--- config.mk ---
export PLATFORM = sky130hd
export DESIGN_NAME = dcvc_top
export DESIGN_NICKNAME = d
export VERILOG_FILES = /design/src/hw/dcvc_pkg.sv /design/src/hw/dcvc_top.sv /design/src/hw/dcvc_watchpoint.sv
export VERILOG_INCLUDE_DIRS = /design/src /design/src/hw
export SDC_FILE = /design/constraint.sdc
export NUM_CORES = 1
export LEC_CHECK = 0
export CORE_MARGIN = 1
export CORE_UTILIZATION = 40
export DETAILED_ROUTE_END_ITERATION = 10
export DONT_BUFFER_PORTS = 1
export GPL_TIMING_DRIVEN = 0
export PLACE_DENSITY = 0.59
export SLEW_MARGIN = 20
export SYNTH_ARGS = -nofsm -noshare
export SYNTH_HDL_FRONTEND = slang
export SYNTH_SLANG_ARGS = --single-unit
--- constraint.sdc ---
create_clock -name clk_i -period 6.7 [get_ports clk_i]
set_clock_uncertainty 0.1 [all_clocks]
set_input_delay 0.335 -clock clk_i [delete_from_list [all_inputs] [get_ports clk_i]]
set_output_delay 0.335 -clock clk_i [all_outputs]
set_load 0.005 [all_outputs]
--- src/hw/dcvc_cfg.svh ---
// Purpose: offsets, field positions, reset values for debug control block
// Assumes: 32-bit wishbone word registers, byte addresses
// Notes:   watchpoint unit n sits at DCVC_WP_BASE + n * DCVC_WP_STRIDE
`ifndef DCVC_CFG_SVH
`define DCVC_CFG_SVH

`define DCVC_ADR_CTRL     8'h00
`define DCVC_ADR_STATUS   8'h04
`define DCVC_ADR_VCATCH   8'h08
`define DCVC_WP_BASE      8'h20
`define DCVC_WP_STRIDE    8'h20
`define DCVC_WP_AV        8'h00
`define DCVC_WP_AM        8'h04
`define DCVC_WP_DV        8'h08
`define DCVC_WP_DM        8'h0C
`define DCVC_WP_CV        8'h10
`define DCVC_WP_CM        8'h14

`define DCVC_CTRL_ACK     0
`define DCVC_CTRL_REQ     1
`define DCVC_CTRL_INHIBIT 2
`define DCVC_CTRL_STEP    3
`define DCVC_CTRL_MONITOR 4
`define DCVC_CTRL_CMPOFF  5
`define DCVC_CTRL_RESET   6'h10
`define DCVC_VC_RESET     8'h00

`define DCVC_VC_PABORT    3
`define DCVC_VC_DABORT    4
`define DCVC_VC_RSVD      5
`define DCVC_CV_DATA      3
`define DCVC_CV_ENABLE    8

`endif

--- src/hw/dcvc_pkg.sv ---
// Purpose: types of the debug control and vector catch block
// Assumes: nothing
// Notes:   state is one packed struct per module
package dcvc_pkg;
    typedef enum logic [1:0] {
        STEP_IDLE,
        STEP_FIRST,
        STEP_SECOND
    } dcvc_step_e;

    typedef struct packed {
        logic [5:0]        ctrl;
        logic [7:0]        vcatch;
        logic [1:0][31:0]  av;
        logic [1:0][31:0]  am;
        logic [1:0][31:0]  dv;
        logic [1:0][31:0]  dm;
        logic [1:0][8:0]   cv;
        logic [1:0][7:0]   cm;
        logic              ack;
        logic [31:0]       rdata;
        logic              rq_s1;
        logic              rq_s2;
        logic              erq_s1;
        logic              erq_s2;
        logic              dack_s1;
        logic              dack_s2;
        logic [1:0]        ext_q;
        logic              chain;
        dcvc_step_e        step;
    } dcvc_state_s;
endpackage

--- src/hw/dcvc_top.sv ---
// Purpose: debug control, status, vector catch, single-step, watchpoint coupling
// Assumes: all inputs synchronous to clk_i; wishbone classic slave
// Notes:
// Operation
// - debug ack or inhibit blocks both interrupts
// - synced request bit ORed with external request
// - outgoing ack is core ack OR bit0
// - five-bit read-only status register
// - status bits 1:0 synced external request and ack
// - status bit 2 core interrupt enable
// - status bit 3 system access done
// - status bit 4 compressed state flag
// - eight-bit vector catch, bit 5 reserved
// - caught exception enters debug like breakpoint
// - caught vector fetch raises instruction breakpoint
// - only exception entry fetches are caught
// - monitor mode ignores abort vector catch
// - step bit: one instruction per debug exit
// - chain: unit 0 needs earlier unit 1 match
// - range: unit 0 uses unit 1 address hit
// - address input: instruction or data address bus
// - data input: instruction, read or write data
// - nine-bit value, eight-bit mask, ten-bit bus
// - six-bit debug control register layout
// - debug disable forces breaks low, interrupts free
// - external debug inputs sampled on rising edge
//
// Design decisions made here: the Wishbone interface to the registers and the address map.
`timescale 1ns/10ps
`default_nettype none
`include "dcvc_cfg.svh"
module dcvc_top #(
    parameter int NUM_WP = 2
) (
    input  wire logic        clk_i,
    input  wire logic        rst_i,
    // wishbone classic slave
    input  wire logic        cyc_i,
    input  wire logic        stb_i,
    input  wire logic        we_i,
    input  wire logic [7:0]  adr_i,
    input  wire logic [3:0]  sel_i,
    input  wire logic [31:0] dat_i,
    output logic [31:0]      dat_o,
    output logic             ack_o,
    // system side
    input  wire logic        debug_enable_pin_i,
    input  wire logic        external_debug_request_i,
    input  wire logic [1:0]  external_debug_inputs_i,
    output logic             debug_acknowledge_o,
    input  wire logic        irq_i,
    input  wire logic        fiq_i,
    // core side
    output logic             irq_o,
    output logic             fiq_o,
    output logic             debug_request_o,
    input  wire logic        core_debug_acknowledge_i,
    input  wire logic        core_interrupt_enable_i,
    input  wire logic        system_access_done_i,
    input  wire logic        compressed_state_flag_i,
    input  wire logic        fetch_valid_i,
    input  wire logic        exception_entry_fetch_i,
    input  wire logic        data_access_valid_i,
    input  wire logic        data_write_i,
    input  wire logic [5:0]  core_ctrl_i,
    input  wire logic [31:0] instruction_address_bus_i,
    input  wire logic [31:0] data_address_bus_i,
    input  wire logic [31:0] fetched_instruction_bus_i,
    input  wire logic [31:0] read_data_i,
    input  wire logic [31:0] write_data_i,
    output logic             instruction_breakpoint_o,
    output logic             data_watchpoint_o
);
    import dcvc_pkg::*;

    dcvc_state_s       st_r;
    dcvc_state_s       st_nxt;
    logic              req;
    logic              wr;
    logic              ack_comb;
    logic [4:0]        status;
    logic [31:0]       wmask;
    logic [31:0]       rd_val;
    logic [NUM_WP-1:0] addr_hit;
    logic [NUM_WP-1:0] addr_ctl_hit;
    logic [NUM_WP-1:0] data_hit;
    logic [NUM_WP-1:0] trig;
    logic [NUM_WP-1:0] fetched_instruction_bus_trig;
    logic [NUM_WP-1:0] data_trig;
    logic              vc_hit;
    logic              step_break;
    logic [2:0]        vec_idx;

    assign req  = cyc_i & stb_i & ~st_r.ack;
    assign wr   = req & we_i;
    assign wmask = {{8{sel_i[3]}}, {8{sel_i[2]}}, {8{sel_i[1]}}, {8{sel_i[0]}}};

    assign ack_comb = core_debug_acknowledge_i | st_r.ctrl[`DCVC_CTRL_ACK];
    assign debug_acknowledge_o = ack_comb & debug_enable_pin_i;
    assign debug_request_o = (st_r.rq_s2 | external_debug_request_i) & debug_enable_pin_i;
    assign irq_o = irq_i & ~(debug_enable_pin_i & (ack_comb | st_r.ctrl[`DCVC_CTRL_INHIBIT]));
    assign fiq_o = fiq_i & ~(debug_enable_pin_i & (ack_comb | st_r.ctrl[`DCVC_CTRL_INHIBIT]));

    assign status = {compressed_state_flag_i, system_access_done_i, core_interrupt_enable_i,
                     st_r.erq_s2, st_r.dack_s2};

    // watchpoint units
    genvar g;
    generate
        for (g = 0; g < NUM_WP; g++) begin : g_wp
            logic [31:0] abus;
            logic [31:0] dbus;
            logic [9:0]  cbus;
            logic        is_data;
            logic        chain_in;
            logic        range_in;
            assign is_data  = st_r.cv[g][`DCVC_CV_DATA];
            assign abus     = is_data ? data_address_bus_i : instruction_address_bus_i;
            assign dbus     = !is_data ? fetched_instruction_bus_i
                            : (data_write_i ? write_data_i : read_data_i);
            assign chain_in = (g == 0) ? st_r.chain : 1'b0;
            assign range_in = (g == 0 && NUM_WP > 1) ? addr_hit[NUM_WP-1] : 1'b0;
            assign cbus = {(is_data ? data_access_valid_i : fetch_valid_i),
                           ~st_r.ctrl[`DCVC_CTRL_CMPOFF], range_in, chain_in,
                           st_r.ext_q[g % 2], core_ctrl_i[4:0]};
            dcvc_watchpoint u_wp (
                .av_i           (st_r.av[g]),
                .am_i           (st_r.am[g]),
                .dv_i           (st_r.dv[g]),
                .dm_i           (st_r.dm[g]),
                .cv_i           (st_r.cv[g]),
                .cm_i           (st_r.cm[g]),
                .addr_i         (abus),
                .data_i         (dbus),
                .cbus_i         (cbus),
                .addr_hit_o     (addr_hit[g]),
                .addr_ctl_hit_o (addr_ctl_hit[g]),
                .data_hit_o     (data_hit[g]),
                .trigger_o      (trig[g])
            );
            assign fetched_instruction_bus_trig[g] = trig[g] & ~is_data;
            assign data_trig[g]  = trig[g] & is_data;
        end
    endgenerate

    // vector catch on exception entry fetches only
    assign vec_idx = instruction_address_bus_i[4:2];
    always_comb begin
        vc_hit = 1'b0;
        if (fetch_valid_i && exception_entry_fetch_i
            && instruction_address_bus_i[31:5] == 27'h0000000
            && instruction_address_bus_i[1:0] == 2'h0) begin
            vc_hit = st_r.vcatch[vec_idx];
            if (vec_idx == 3'(`DCVC_VC_RSVD)) begin
                vc_hit = 1'b0;
            end
            if (st_r.ctrl[`DCVC_CTRL_MONITOR] && (vec_idx == 3'(`DCVC_VC_PABORT)
                || vec_idx == 3'(`DCVC_VC_DABORT))) begin
                vc_hit = 1'b0;
            end
        end
    end

    // second fetch after debug exit breaks again
    assign step_break = (st_r.step == STEP_SECOND) & fetch_valid_i;

    assign instruction_breakpoint_o = debug_enable_pin_i & (vc_hit | step_break | (|fetched_instruction_bus_trig));
    assign data_watchpoint_o        = debug_enable_pin_i & (|data_trig);

    // register read mux
    always_comb begin
        rd_val = 32'h00000000;
        if (adr_i == `DCVC_ADR_CTRL) begin
            rd_val = {26'h0000000, st_r.ctrl};
        end else if (adr_i == `DCVC_ADR_STATUS) begin
            rd_val = {27'h0000000, status};
        end else if (adr_i == `DCVC_ADR_VCATCH) begin
            rd_val = {24'h000000, st_r.vcatch};
        end else begin
            for (int i = 0; i < NUM_WP; i++) begin
                if (adr_i == 8'(`DCVC_WP_BASE + i * `DCVC_WP_STRIDE + `DCVC_WP_AV)) begin
                    rd_val = st_r.av[i];
                end else if (adr_i == 8'(`DCVC_WP_BASE + i * `DCVC_WP_STRIDE + `DCVC_WP_AM)) begin
                    rd_val = st_r.am[i];
                end else if (adr_i == 8'(`DCVC_WP_BASE + i * `DCVC_WP_STRIDE + `DCVC_WP_DV)) begin
                    rd_val = st_r.dv[i];
                end else if (adr_i == 8'(`DCVC_WP_BASE + i * `DCVC_WP_STRIDE + `DCVC_WP_DM)) begin
                    rd_val = st_r.dm[i];
                end else if (adr_i == 8'(`DCVC_WP_BASE + i * `DCVC_WP_STRIDE + `DCVC_WP_CV)) begin
                    rd_val = {23'h000000, st_r.cv[i]};
                end else if (adr_i == 8'(`DCVC_WP_BASE + i * `DCVC_WP_STRIDE + `DCVC_WP_CM)) begin
                    rd_val = {24'h000000, st_r.cm[i]};
                end
            end
        end
    end

    // next state
    always_comb begin
        st_nxt       = st_r;
        st_nxt.ack   = req;
        st_nxt.rdata = req ? rd_val : st_r.rdata;

        // synchronisers
        st_nxt.rq_s1   = st_r.ctrl[`DCVC_CTRL_REQ];
        st_nxt.rq_s2   = st_r.rq_s1;
        st_nxt.erq_s1  = external_debug_request_i;
        st_nxt.erq_s2  = st_r.erq_s1;
        st_nxt.dack_s1 = ack_comb;
        st_nxt.dack_s2 = st_r.dack_s1;
        st_nxt.ext_q   = external_debug_inputs_i;

        // chain latch: address/control hit loads the data hit
        if (NUM_WP > 1 && addr_ctl_hit[NUM_WP-1]) begin
            st_nxt.chain = data_hit[NUM_WP-1];
        end

        // register writes
        if (wr) begin
            if (adr_i == `DCVC_ADR_CTRL) begin
                st_nxt.ctrl = (st_r.ctrl & ~wmask[5:0]) | (dat_i[5:0] & wmask[5:0]);
            end else if (adr_i == `DCVC_ADR_VCATCH) begin
                st_nxt.vcatch = (st_r.vcatch & ~wmask[7:0]) | (dat_i[7:0] & wmask[7:0]);
            end else begin
                for (int i = 0; i < NUM_WP; i++) begin
                    if (adr_i == 8'(`DCVC_WP_BASE + i * `DCVC_WP_STRIDE + `DCVC_WP_AV)) begin
                        st_nxt.av[i] = (st_r.av[i] & ~wmask) | (dat_i & wmask);
                    end else if (adr_i == 8'(`DCVC_WP_BASE + i * `DCVC_WP_STRIDE
                                             + `DCVC_WP_AM)) begin
                        st_nxt.am[i] = (st_r.am[i] & ~wmask) | (dat_i & wmask);
                    end else if (adr_i == 8'(`DCVC_WP_BASE + i * `DCVC_WP_STRIDE
                                             + `DCVC_WP_DV)) begin
                        st_nxt.dv[i] = (st_r.dv[i] & ~wmask) | (dat_i & wmask);
                    end else if (adr_i == 8'(`DCVC_WP_BASE + i * `DCVC_WP_STRIDE
                                             + `DCVC_WP_DM)) begin
                        st_nxt.dm[i] = (st_r.dm[i] & ~wmask) | (dat_i & wmask);
                    end else if (adr_i == 8'(`DCVC_WP_BASE + i * `DCVC_WP_STRIDE
                                             + `DCVC_WP_CV)) begin
                        st_nxt.cv[i] = (st_r.cv[i] & ~wmask[8:0]) | (dat_i[8:0] & wmask[8:0]);
                        if (i == NUM_WP - 1) begin
                            st_nxt.chain = 1'b0;
                        end
                    end else if (adr_i == 8'(`DCVC_WP_BASE + i * `DCVC_WP_STRIDE
                                             + `DCVC_WP_CM)) begin
                        st_nxt.cm[i] = (st_r.cm[i] & ~wmask[7:0]) | (dat_i[7:0] & wmask[7:0]);
                    end
                end
            end
        end

        // single-step sequencer
        case (st_r.step)
            STEP_IDLE: begin
                if (core_debug_acknowledge_i == 1'b0 && st_r.dack_s1 == 1'b1
                    && st_r.ctrl[`DCVC_CTRL_STEP]) begin
                    st_nxt.step = STEP_FIRST;
                end
            end
            STEP_FIRST: begin
                if (core_debug_acknowledge_i) begin
                    st_nxt.step = STEP_IDLE;
                end else if (fetch_valid_i) begin
                    st_nxt.step = STEP_SECOND;
                end
            end
            STEP_SECOND: begin
                if (core_debug_acknowledge_i) begin
                    st_nxt.step = STEP_IDLE;
                end
            end
            default: begin
                st_nxt.step = STEP_IDLE;
            end
        endcase
    end

    always_ff @(posedge clk_i) begin
        if (rst_i) begin
            st_r        <= '0;
            st_r.ctrl   <= `DCVC_CTRL_RESET;
            st_r.vcatch <= `DCVC_VC_RESET;
            st_r.step   <= STEP_IDLE;
        end else begin
            st_r <= st_nxt;
        end
    end

    assign ack_o = st_r.ack;
    assign dat_o = st_r.rdata;
endmodule // dcvc_top
`default_nettype wire

--- src/hw/dcvc_watchpoint.sv ---
// Purpose: one watchpoint comparator unit
// Assumes: buses already selected by the caller
// Notes:   purely combinational, chain latch lives in the top
`timescale 1ns/10ps
`default_nettype none
`include "dcvc_cfg.svh"
module dcvc_watchpoint (
    input  wire logic [31:0] av_i,
    input  wire logic [31:0] am_i,
    input  wire logic [31:0] dv_i,
    input  wire logic [31:0] dm_i,
    input  wire logic [8:0]  cv_i,
    input  wire logic [7:0]  cm_i,
    input  wire logic [31:0] addr_i,
    input  wire logic [31:0] data_i,
    input  wire logic [9:0]  cbus_i,
    output logic             addr_hit_o,
    output logic             addr_ctl_hit_o,
    output logic             data_hit_o,
    output logic             trigger_o
);
    logic ctl_hit;

    // masked compares, mask bit set means don't care
    assign addr_hit_o     = &((av_i ~^ addr_i) | am_i);
    assign data_hit_o     = &((dv_i ~^ data_i) | dm_i);
    assign ctl_hit        = &((cv_i[7:0] ~^ cbus_i[7:0]) | cm_i);
    assign addr_ctl_hit_o = addr_hit_o & ctl_hit & cbus_i[9] & cbus_i[8];
    assign trigger_o      = addr_ctl_hit_o & data_hit_o & cv_i[`DCVC_CV_ENABLE];
endmodule // dcvc_watchpoint
`default_nettype wire

# Word level (Yosys, flattened, before mapping)
# Cells that the tools add are included.
[word_totals]
word_cells = 219
ff_bits = 348
[op_classes]
magnitude_cmp = 1
n_bitwise = 96
muxes = 41
eq_ne = 22
n_reduce_logical = 34
[op_table]
columns = ["cell", "n"]
rows = [
  ["two-way mux 32 bit", 18],
  ["bitwise OR 32 bit", 12],
  ["bitwise AND 32 bit", 9],
  ["AND reduction 32 bit", 4],
  ["XNOR 32 bit", 4],
  ["equality test 8 x 6 -> 1 bit (second input constant)", 6],
  ["equality test 8 x 7 -> 1 bit (second input constant)", 6],
  ["bitwise OR 8 bit", 5],
  ["bitwise AND 8 bit", 4],
  ["NOT 32 bit", 1],
  ["AND reduction 8 bit", 4],
  ["bitwise AND 9 bit", 3],
  ["zero test 27 bit", 1],
  ["bitwise AND 1 bit", 25],
  ["NOT 1 bit", 18],
  ["bitwise OR 9 bit", 2],
  ["AND reduction 9 bit", 2],
  ["two-way mux 1 bit", 15],
  ["AND reduction 7 bit", 2],
  ["bitwise AND 6 bit", 2],
  ["AND reduction 6 bit", 2],
  ["AND reduction 5 bit", 2],
  ["two-way mux 9 bit", 1],
  ["NOT 9 bit", 1],
  ["other kinds (27)", 45],
]

# Logic depth before layout (Yosys ltp)
# Gate-level depths: netlist of the first run.
[depth]
depth_word = 16
ltp_mapped = 11
depth_no_buf = 8

# By module
# A second synthesis of the first run with hierarchy kept.
[hier_totals]
hier_cells = 2564
hier_area_um2 = 20140.6
[modules_own_cells]
columns = ["mod", "cells_per_inst", "seq_area_each_um2", "n_inst", "area_each_um2"]
rows = [
  ["dcvc_top", 2316, 6966.7, 1, 18163.7],
  ["dcvc_watchpoint", 124, 0.0, 2, 988.4],
]

# Worst setup path after synthesis of the first run
# OpenSTA, ideal clock, no wires.
[synth_timing]
path_kind = "in2out"
from = "in data_write_i"
to = "out instruction_breakpoint_o"
required_time_ns = 6.265
arrival_time_ns = 2.324
path_stages = 10
setup_slack_ns = 3.941
path_cell_list = "clkbuf_1 -> buf_2 -> mux2i_1 -> xor2_1 -> o32ai_1 -> nor4_1 -> o2111ai_1 -> nor4_1 -> o2111ai_1 -> o21ai_0"
[synth_via]
elab_chain_cells = 11
elab_cells_between_ends = 18
classes_between = "mux: 3; bitwise: 12; reduce/logical: 3"
[synth_rtl]
columns = ["element", "line", "source"]
rows = [
  ["start, declared", "dcvc_top.sv:64", "input wire logic data_write_i,"],
  ["two-way mux 32 bit *", "dcvc_top.sv:120", ": (data_write_i ? write_data_i : read_data_i);"],
  ["two-way mux 32 bit", "dcvc_top.sv:119", "assign dbus = !is_data ? fetched_instruction_bus_i"],
  ["XNOR 32 bit", "dcvc_watchpoint.sv:26", "assign data_hit_o = &((dv_i ~^ data_i) | dm_i);"],
  ["bitwise OR 32 bit", "dcvc_watchpoint.sv:26", ""],
  ["AND reduction 32 bit", "dcvc_watchpoint.sv:26", ""],
  ["bitwise AND 1 bit (2 in a row)", "dcvc_watchpoint.sv:29", "assign trigger_o = addr_ctl_hit_o & data_hit_o & cv_i[`DCVC_CV_ENABLE];"],
  ["bitwise AND 1 bit", "dcvc_top.sv:141", "assign fetched_instruction_bus_trig[g] = trig[g] & ~is_data;"],
  ["OR reduction 2 bit *", "dcvc_top.sv:167", "assign instruction_breakpoint_o = debug_enable_pin_i & (vc_hit | step_break | (|fetched_instruction_bus_trig)) ..."],
  ["bitwise OR 1 bit *", "dcvc_top.sv:167", ""],
  ["bitwise AND 1 bit *", "dcvc_top.sv:167", ""],
  ["end, declared", "dcvc_top.sv:71", "output logic instruction_breakpoint_o,"],
]
# Mark *: on every way between the ends. The rest lies on a longest branch, timed or not.

==> results of run 1 <==
## worst register-to-register path: stages (launching register included)
cell	delay, ns
dfxtp_1	0.32
buf_4	0.28
buf_2	0.60
mux2i_1	0.31
mux2i_1	0.40
o2111ai_1	0.17
nor4_1	0.56
and4_1	0.55
o211ai_1	0.32
a211oi_1	0.29
## final cells by class
| class | count | area, sq um | area share |
|---|---|---|---|
| inverters | 7 | 26.3 | 0.00122 |
| repair buffers | 17 | 165 | 0.00766 |
| clock buffers | 59 | 1220 | 0.0564 |
| well taps | 607 | 759 | 0.0352 |
| multi-input cells | 1876 | 11200 | 0.519 |
| plain buffers | 226 | 1050 | 0.0488 |
| diodes | 2 | 5.00 | 0.000232 |
| flip-flops and latches | 348 | 6970 | 0.323 |
| clock inverters | 15 | 185 | 0.00859 |
## layer usage
| layer | up-vias | share of wire | track usage |
|---|---|---|---|
| met2 | 1433 | 0.44 | 0.681 |
| met5 | - | 0.00021 | 0 |
| met1 | 10200 | 0.38 | 0.544 |
| li1 | 8948 | - | - |
| met4 | 4 | 0.086 | 0.332 |
| met3 | 360 | 0.098 | 0.0891 |
## cells by family after synthesis
group	Yosys count	share of synthesized area
multiplexers	160	0.0837
XOR/XNOR	173	0.0789
AO/OA/AOI/OAI	625	0.196
buffers and inverters	233	0.0561
AND/OR/NAND/NOR	918	0.222
flip-flops	348	0.363
## through the flow
stage / utilization / instances / setup slack, ns
floorplan: - / 2457 / 3.94
global placement: 0.425 / 3064 / 2.33
detailed placement: 0.425 / 3064 / 2.30
CTS: 0.459 / 3154 / 1.65
global route: 0.459 / 3157 / 1.55
finish: 0.459 / 3157 / 1.63
## power groups by stage
stage	combinational [mW]	sequential (mW)	clock [mW]
global route	0.406	2.08	2.49
CTS	0.386	2.08	2.41
floorplan	0.216	2.12	0
finish	0.399	2.08	2.41
global placement	0.373	2.12	0
detailed placement	0.373	2.12	0
## final timing paths
path | slack, ns | from | to | cells past startpoint
min | 0.03 | compressed_state_flag_i | dat_o[4] | 4
min reg2reg | 0.35 | st_nxt[9] | st_r[9] | 1
max | 1.63 | register | instruction_breakpoint_o | 10
max reg2reg | 2.69 | register | g_wp[0].chain_in | 9
## synth_stat cells, drive strengths merged, types with 5 or more instances
| cell type | instances |
|---|---|
| nor2b | 28 |
| o2111ai | 8 |
| o32ai | 7 |
| and2 | 9 |
| nor4b | 5 |
| nand2 | 355 |
| a222oi | 17 |
| o21ai | 43 |
| clkbuf | 102 |
| a211oi | 6 |
| mux2 | 5 |
| nand3 | 285 |
| a31oi | 6 |
| nor3 | 24 |
| o211ai | 6 |
| dfxtp | 348 |
| or4 | 5 |
| a221oi | 28 |
| o221ai | 24 |
| a21o | 6 |
| nor3b | 9 |
| o22ai | 104 |
| nor2 | 139 |
| and3 | 5 |
| xnor2 | 69 |
| nor4 | 27 |
| nand4 | 9 |
| inv | 6 |
| mux2i | 155 |
| buf | 124 |
| a22oi | 20 |
| a21oi | 334 |
| xor2 | 104 |
==> results.sh, run 1 <==
export IMPL_status="complete, no violations"
export IMPL_rsz0062_at_grt="false"
export IMPL_p_sw_mw=1.29
export IMPL_port_buffers=0
export IMPL_synth_avg_cell_area_sq_um=7.82
export IMPL_cts_root_buf="clkbuf_16"
export IMPL_tightest_slew_ns=1.30
export IMPL_coreArea_sq_um=47000
export IMPL_clock_tree_buffer_depth=3
export IMPL_clk_pin_slew_ns=0.06
export IMPL_endpoint_kind="output port"
export IMPL_synth_nets=2686
export IMPL_start_util=0.409
export IMPL_grt_overflow=0
export IMPL_ys_top_cells_by_area="dfxtp_1, a21oi_1, mux2i_1"
export IMPL_synth_seq_area_share=0.363
export IMPL_p_seq_frac=0.425
export IMPL_syn_area_sq_um=19200
export IMPL_synth_top_cell_by_area="dfxtp_1"
export IMPL_worst_path_max_delay_cell="mux2i_1"
export IMPL_drive_gt1_frac=0.0691
export IMPL_avgViaCountPerCell=6.63
export IMPL_rows=79
export IMPL_power_density_nw_per_um2=227
export IMPL_critPathMaxFanout=10
export IMPL_synth_edf_count=0
export IMPL_synthToLayoutAreaGrowth_pct=12.2
export IMPL_cts_tree="built"
export IMPL_worstSetupPathType="register to output port"
export IMPL_drtIter0Drc=2881
export IMPL_post_route_cell_area_sq_um=21600
export IMPL_p_sw_frac=0.264
export IMPL_design_power_total_mw=4.88
export IMPL_setup_viol_count_final=0
export IMPL_gp_congestion=1.04
export IMPL_post_cts_repair_setup_buffers=0
export IMPL_power_share_clock=0.493
export IMPL_clock_sinks=348
export IMPL_layout_commonest_cell="nand2_1"
export IMPL_grt_pass1_wl_mm=151
export IMPL_startpoint_type="register"
export IMPL_slew_violations=0
export IMPL_cp_top_family="simple AND/OR/NAND/NOR gates"
export IMPL_dp_hpwl_mm=89.5
export IMPL_placed_area_sq_um=20000
export IMPL_ctsResizeCount=0
export IMPL_grt_pass1_vias=19300
export IMPL_max_cap_viol_count=0
export IMPL_wirelength_mm=111
export IMPL_cpPeakStageDelay_ns=0.73
export IMPL_fill_cells=4863
export IMPL_fp_dieArea_sq_um=48900
export IMPL_cts_buffers=41
export IMPL_die_x_um=221
export IMPL_yosysUniqueCellTypes=73
export IMPL_die_h_um=221
export IMPL_cp_num_buf_inv=2
export IMPL_drc_errors=0
export IMPL_max_vdd_ir_drop_uv=153
export IMPL_combPwrFrac=0.082
export IMPL_internal_power_mw=3.60
export IMPL_synthArstFlopShare=0
export IMPL_min_period_over_period=0.757
export IMPL_ios=268
export IMPL_cp_cell_sequence="clkbuf_1 > buf_2 > mux2i_1 > xor2_1 > o22ai_1 > nor4_1 > o2111ai_1 > nor4_1 > o2111ai_1 > o21ai_0"
export IMPL_grt_max_degree=13
export IMPL_drt_wirelength_per_cell_um=35.3
export IMPL_max_freq_mhz=197
export IMPL_fin_tns_setup_ns=0
export IMPL_antenna_found_initial=4
export IMPL_relSlewSlack=0.124
export IMPL_leakage_nw=7.31
export IMPL_hold_class="primary input to register"
export IMPL_synth_cells=2457
export IMPL_num_vias=20900
export IMPL_cts_hold_buffers=16
export IMPL_grt_usage=0.442
export IMPL_whs_ns=0.0290
export IMPL_hold_violations=0
export IMPL_finalCriticalPeriod_ns=5.07
export IMPL_synthFlopType="dfxtp_1"
export IMPL_ant_nets=0
export IMPL_crit_required_ns=6.26
export IMPL_htreeDepth=2
export IMPL_yosysWarnings=0
export IMPL_nets=2746
export IMPL_clkLatencyLatePin_ns=0.58
export IMPL_synth_seq_cells=348
export IMPL_drt_pass1_iterations=8
export IMPL_yosys_area_top_type_share=0.363
export IMPL_layout_common_cells="nand2_1, dfxtp_1, a21oi_1, nand3_1, mux2i_1"
export IMPL_arrival_ns=4.64
(Power assumes the default switching activity.)
==> run 2, diff against run 1 <==
- PLACE_DENSITY: 0.59 -> 0.61
- clock period: 6.7 -> 4.1 ns (I/O delays scaled with it)
==> results.sh, run 2 (synthesized netlist as in run 1, its figures left out) <==
export IMPL_placed_area_sq_um=20000
export IMPL_rsz0062_at_grt="false"
export IMPL_cpPeakStageDelay_ns=0.46
export IMPL_slew_violations=0
export IMPL_layout_common_cells="nand2_1, dfxtp_1, a21oi_1, nand3_1, mux2i_1"
export IMPL_dp_hpwl_mm=86.8
export IMPL_min_period_over_period=1.01
export IMPL_synthToLayoutAreaGrowth_pct=13.7
export IMPL_clkLatencyLatePin_ns=0.61
export IMPL_gp_congestion=1.06
export IMPL_finalWorstSetupSlack_ns=-0.0267
export IMPL_drt_pass1_iterations=8
export IMPL_design_power_total_mw=7.99
export IMPL_drtIter0Drc=2650
export IMPL_grt_overflow=0
export IMPL_max_freq_mhz=242
export IMPL_nets=2756
export IMPL_fp_dieArea_sq_um=48900
export IMPL_arrival_ns=3.82
export IMPL_antenna_found_initial=1
export IMPL_cp_top_family="compound AO/OA/AOI/OAI gates"
export IMPL_port_buffers=0
export IMPL_cts_root_buf="clkbuf_16"
export IMPL_relSlewSlack=0.198
export IMPL_htreeDepth=2
export IMPL_grt_usage=0.430
export IMPL_pre_cts_slack_ns=-0.0522
export IMPL_num_vias=20900
export IMPL_startpoint_type="register"
export IMPL_cp_num_buf_inv=1
export IMPL_max_vdd_ir_drop_uv=269
export IMPL_crit_cells=9
export IMPL_grt_pass1_vias=19500
export IMPL_clk_pin_slew_ns=0.06
export IMPL_final_util=0.465
export IMPL_drc_errors=0
export IMPL_coreArea_sq_um=47000
export IMPL_reg2reg_depth=8
export IMPL_worst_path_max_delay_cell="nor4_4"
export IMPL_drive_gt1_frac=0.0794
export IMPL_cp_cell_sequence="buf_4 > mux2i_1 > mux2i_2 > o2111ai_1 > nor4_4 > and4_4 > o211ai_1 > o31a_1 > o21ai_2"
export IMPL_hold_class="primary input to register"
export IMPL_wirelength_mm=108
export IMPL_ant_nets=0
export IMPL_leakage_nw=7.40
export IMPL_drt_wirelength_per_cell_um=34.2
export IMPL_status="complete, but fails checks"
export IMPL_cts_buffers=42
export IMPL_avgViaCountPerCell=6.59
export IMPL_post_route_cell_area_sq_um=21800
export IMPL_clock_tree_buffer_depth=3
export IMPL_endpoint_kind="output port"
export IMPL_grt_pass1_wl_mm=149
export IMPL_worstSetupPathType="register to output port"
export IMPL_finalCriticalPeriod_ns=4.13
export IMPL_tightest_slew_ns=1.20
export IMPL_grt_max_degree=14
export IMPL_ios=268
export IMPL_clock_sinks=348
export IMPL_start_util=0.409
export IMPL_cts_tree="built"
export IMPL_die_h_um=221
export IMPL_violations="setup timing"
export IMPL_layout_commonest_cell="nand2_1"
export IMPL_die_x_um=221
export IMPL_setup_viol_count_final=1
export IMPL_power_density_nw_per_um2=366
export IMPL_whs_path_depth=3
export IMPL_crit_required_ns=3.80
export IMPL_rows=79
export IMPL_hold_violations=0
export IMPL_max_cap_viol_count=0
export IMPL_critPathMaxFanout=10
## run 2: per-stage QoR
| step | TNS [ns] | hold slack (ns) | instances |
|---|---|---|---|
| global placement | -0.0959 | 0.182 | 3064 |
| global route | 0 | 0.00726 | 3165 |
| CTS | 0 | 0.00203 | 3165 |
| floorplan | 0 | 0.181 | 2457 |
| detailed placement | -0.0522 | 0.185 | 3064 |
| finish | -0.0267 | 0.0196 | 3167 |
## run 2: cell type report
class	count	area [sq um]
diodes	2	5.00
plain buffers	226	1090
clock buffers	60	1230
clock inverters	15	185
fillers	4873	25100
inverters	7	26.3
multi-input cells	1876	11300
flip-flops and latches	348	6970
well taps	607	759
repair buffers	26	260
## run 2: power breakdown
group / internal, mW / switching, mW / leakage [nW]
clock: 2.28 / 1.66 / 0.693
combinational: 0.183 / 0.470 / 3.90
sequential: 3.39 / 0.00500 / 2.80
## run 2: worst paths after layout
kind,start,end,slack [ns]
setup reg to reg,ack_o,register,0.33
hold reg to reg,st_nxt[7],st_r[7],0.35
hold / removal,dat_i[26],register,0.02
setup / recovery,register,instruction_breakpoint_o,-0.03
## run 2: what timing repair did
item,in CTS,in global routing
hold endpoints to repair,62,0
hold buffers,26,0
setup endpoints to repair,2,2
setup buffers,0,0
gates cloned,0,0
resized for setup,35,7
pin swaps,2,0
## run 2: routing by layer
layer  up-vias  GRT usage  routed length (um)
li1       8968          -                   -
met1     10100      0.529               41200
met2      1431      0.666               47300
met3       379     0.0890               10600
met4         0      0.314                9160
met5         -          0                   0
## run 2: worst reg2reg max path, delay by kind of cell (launching register included)
| family | cells | cell delay, ns |
|---|---|---|
| flip-flops | 1 | 0.33 |
| AND/OR/NAND/NOR | 6 | 2.64 |
| AO/OA/AOI/OAI | 2 | 0.50 |
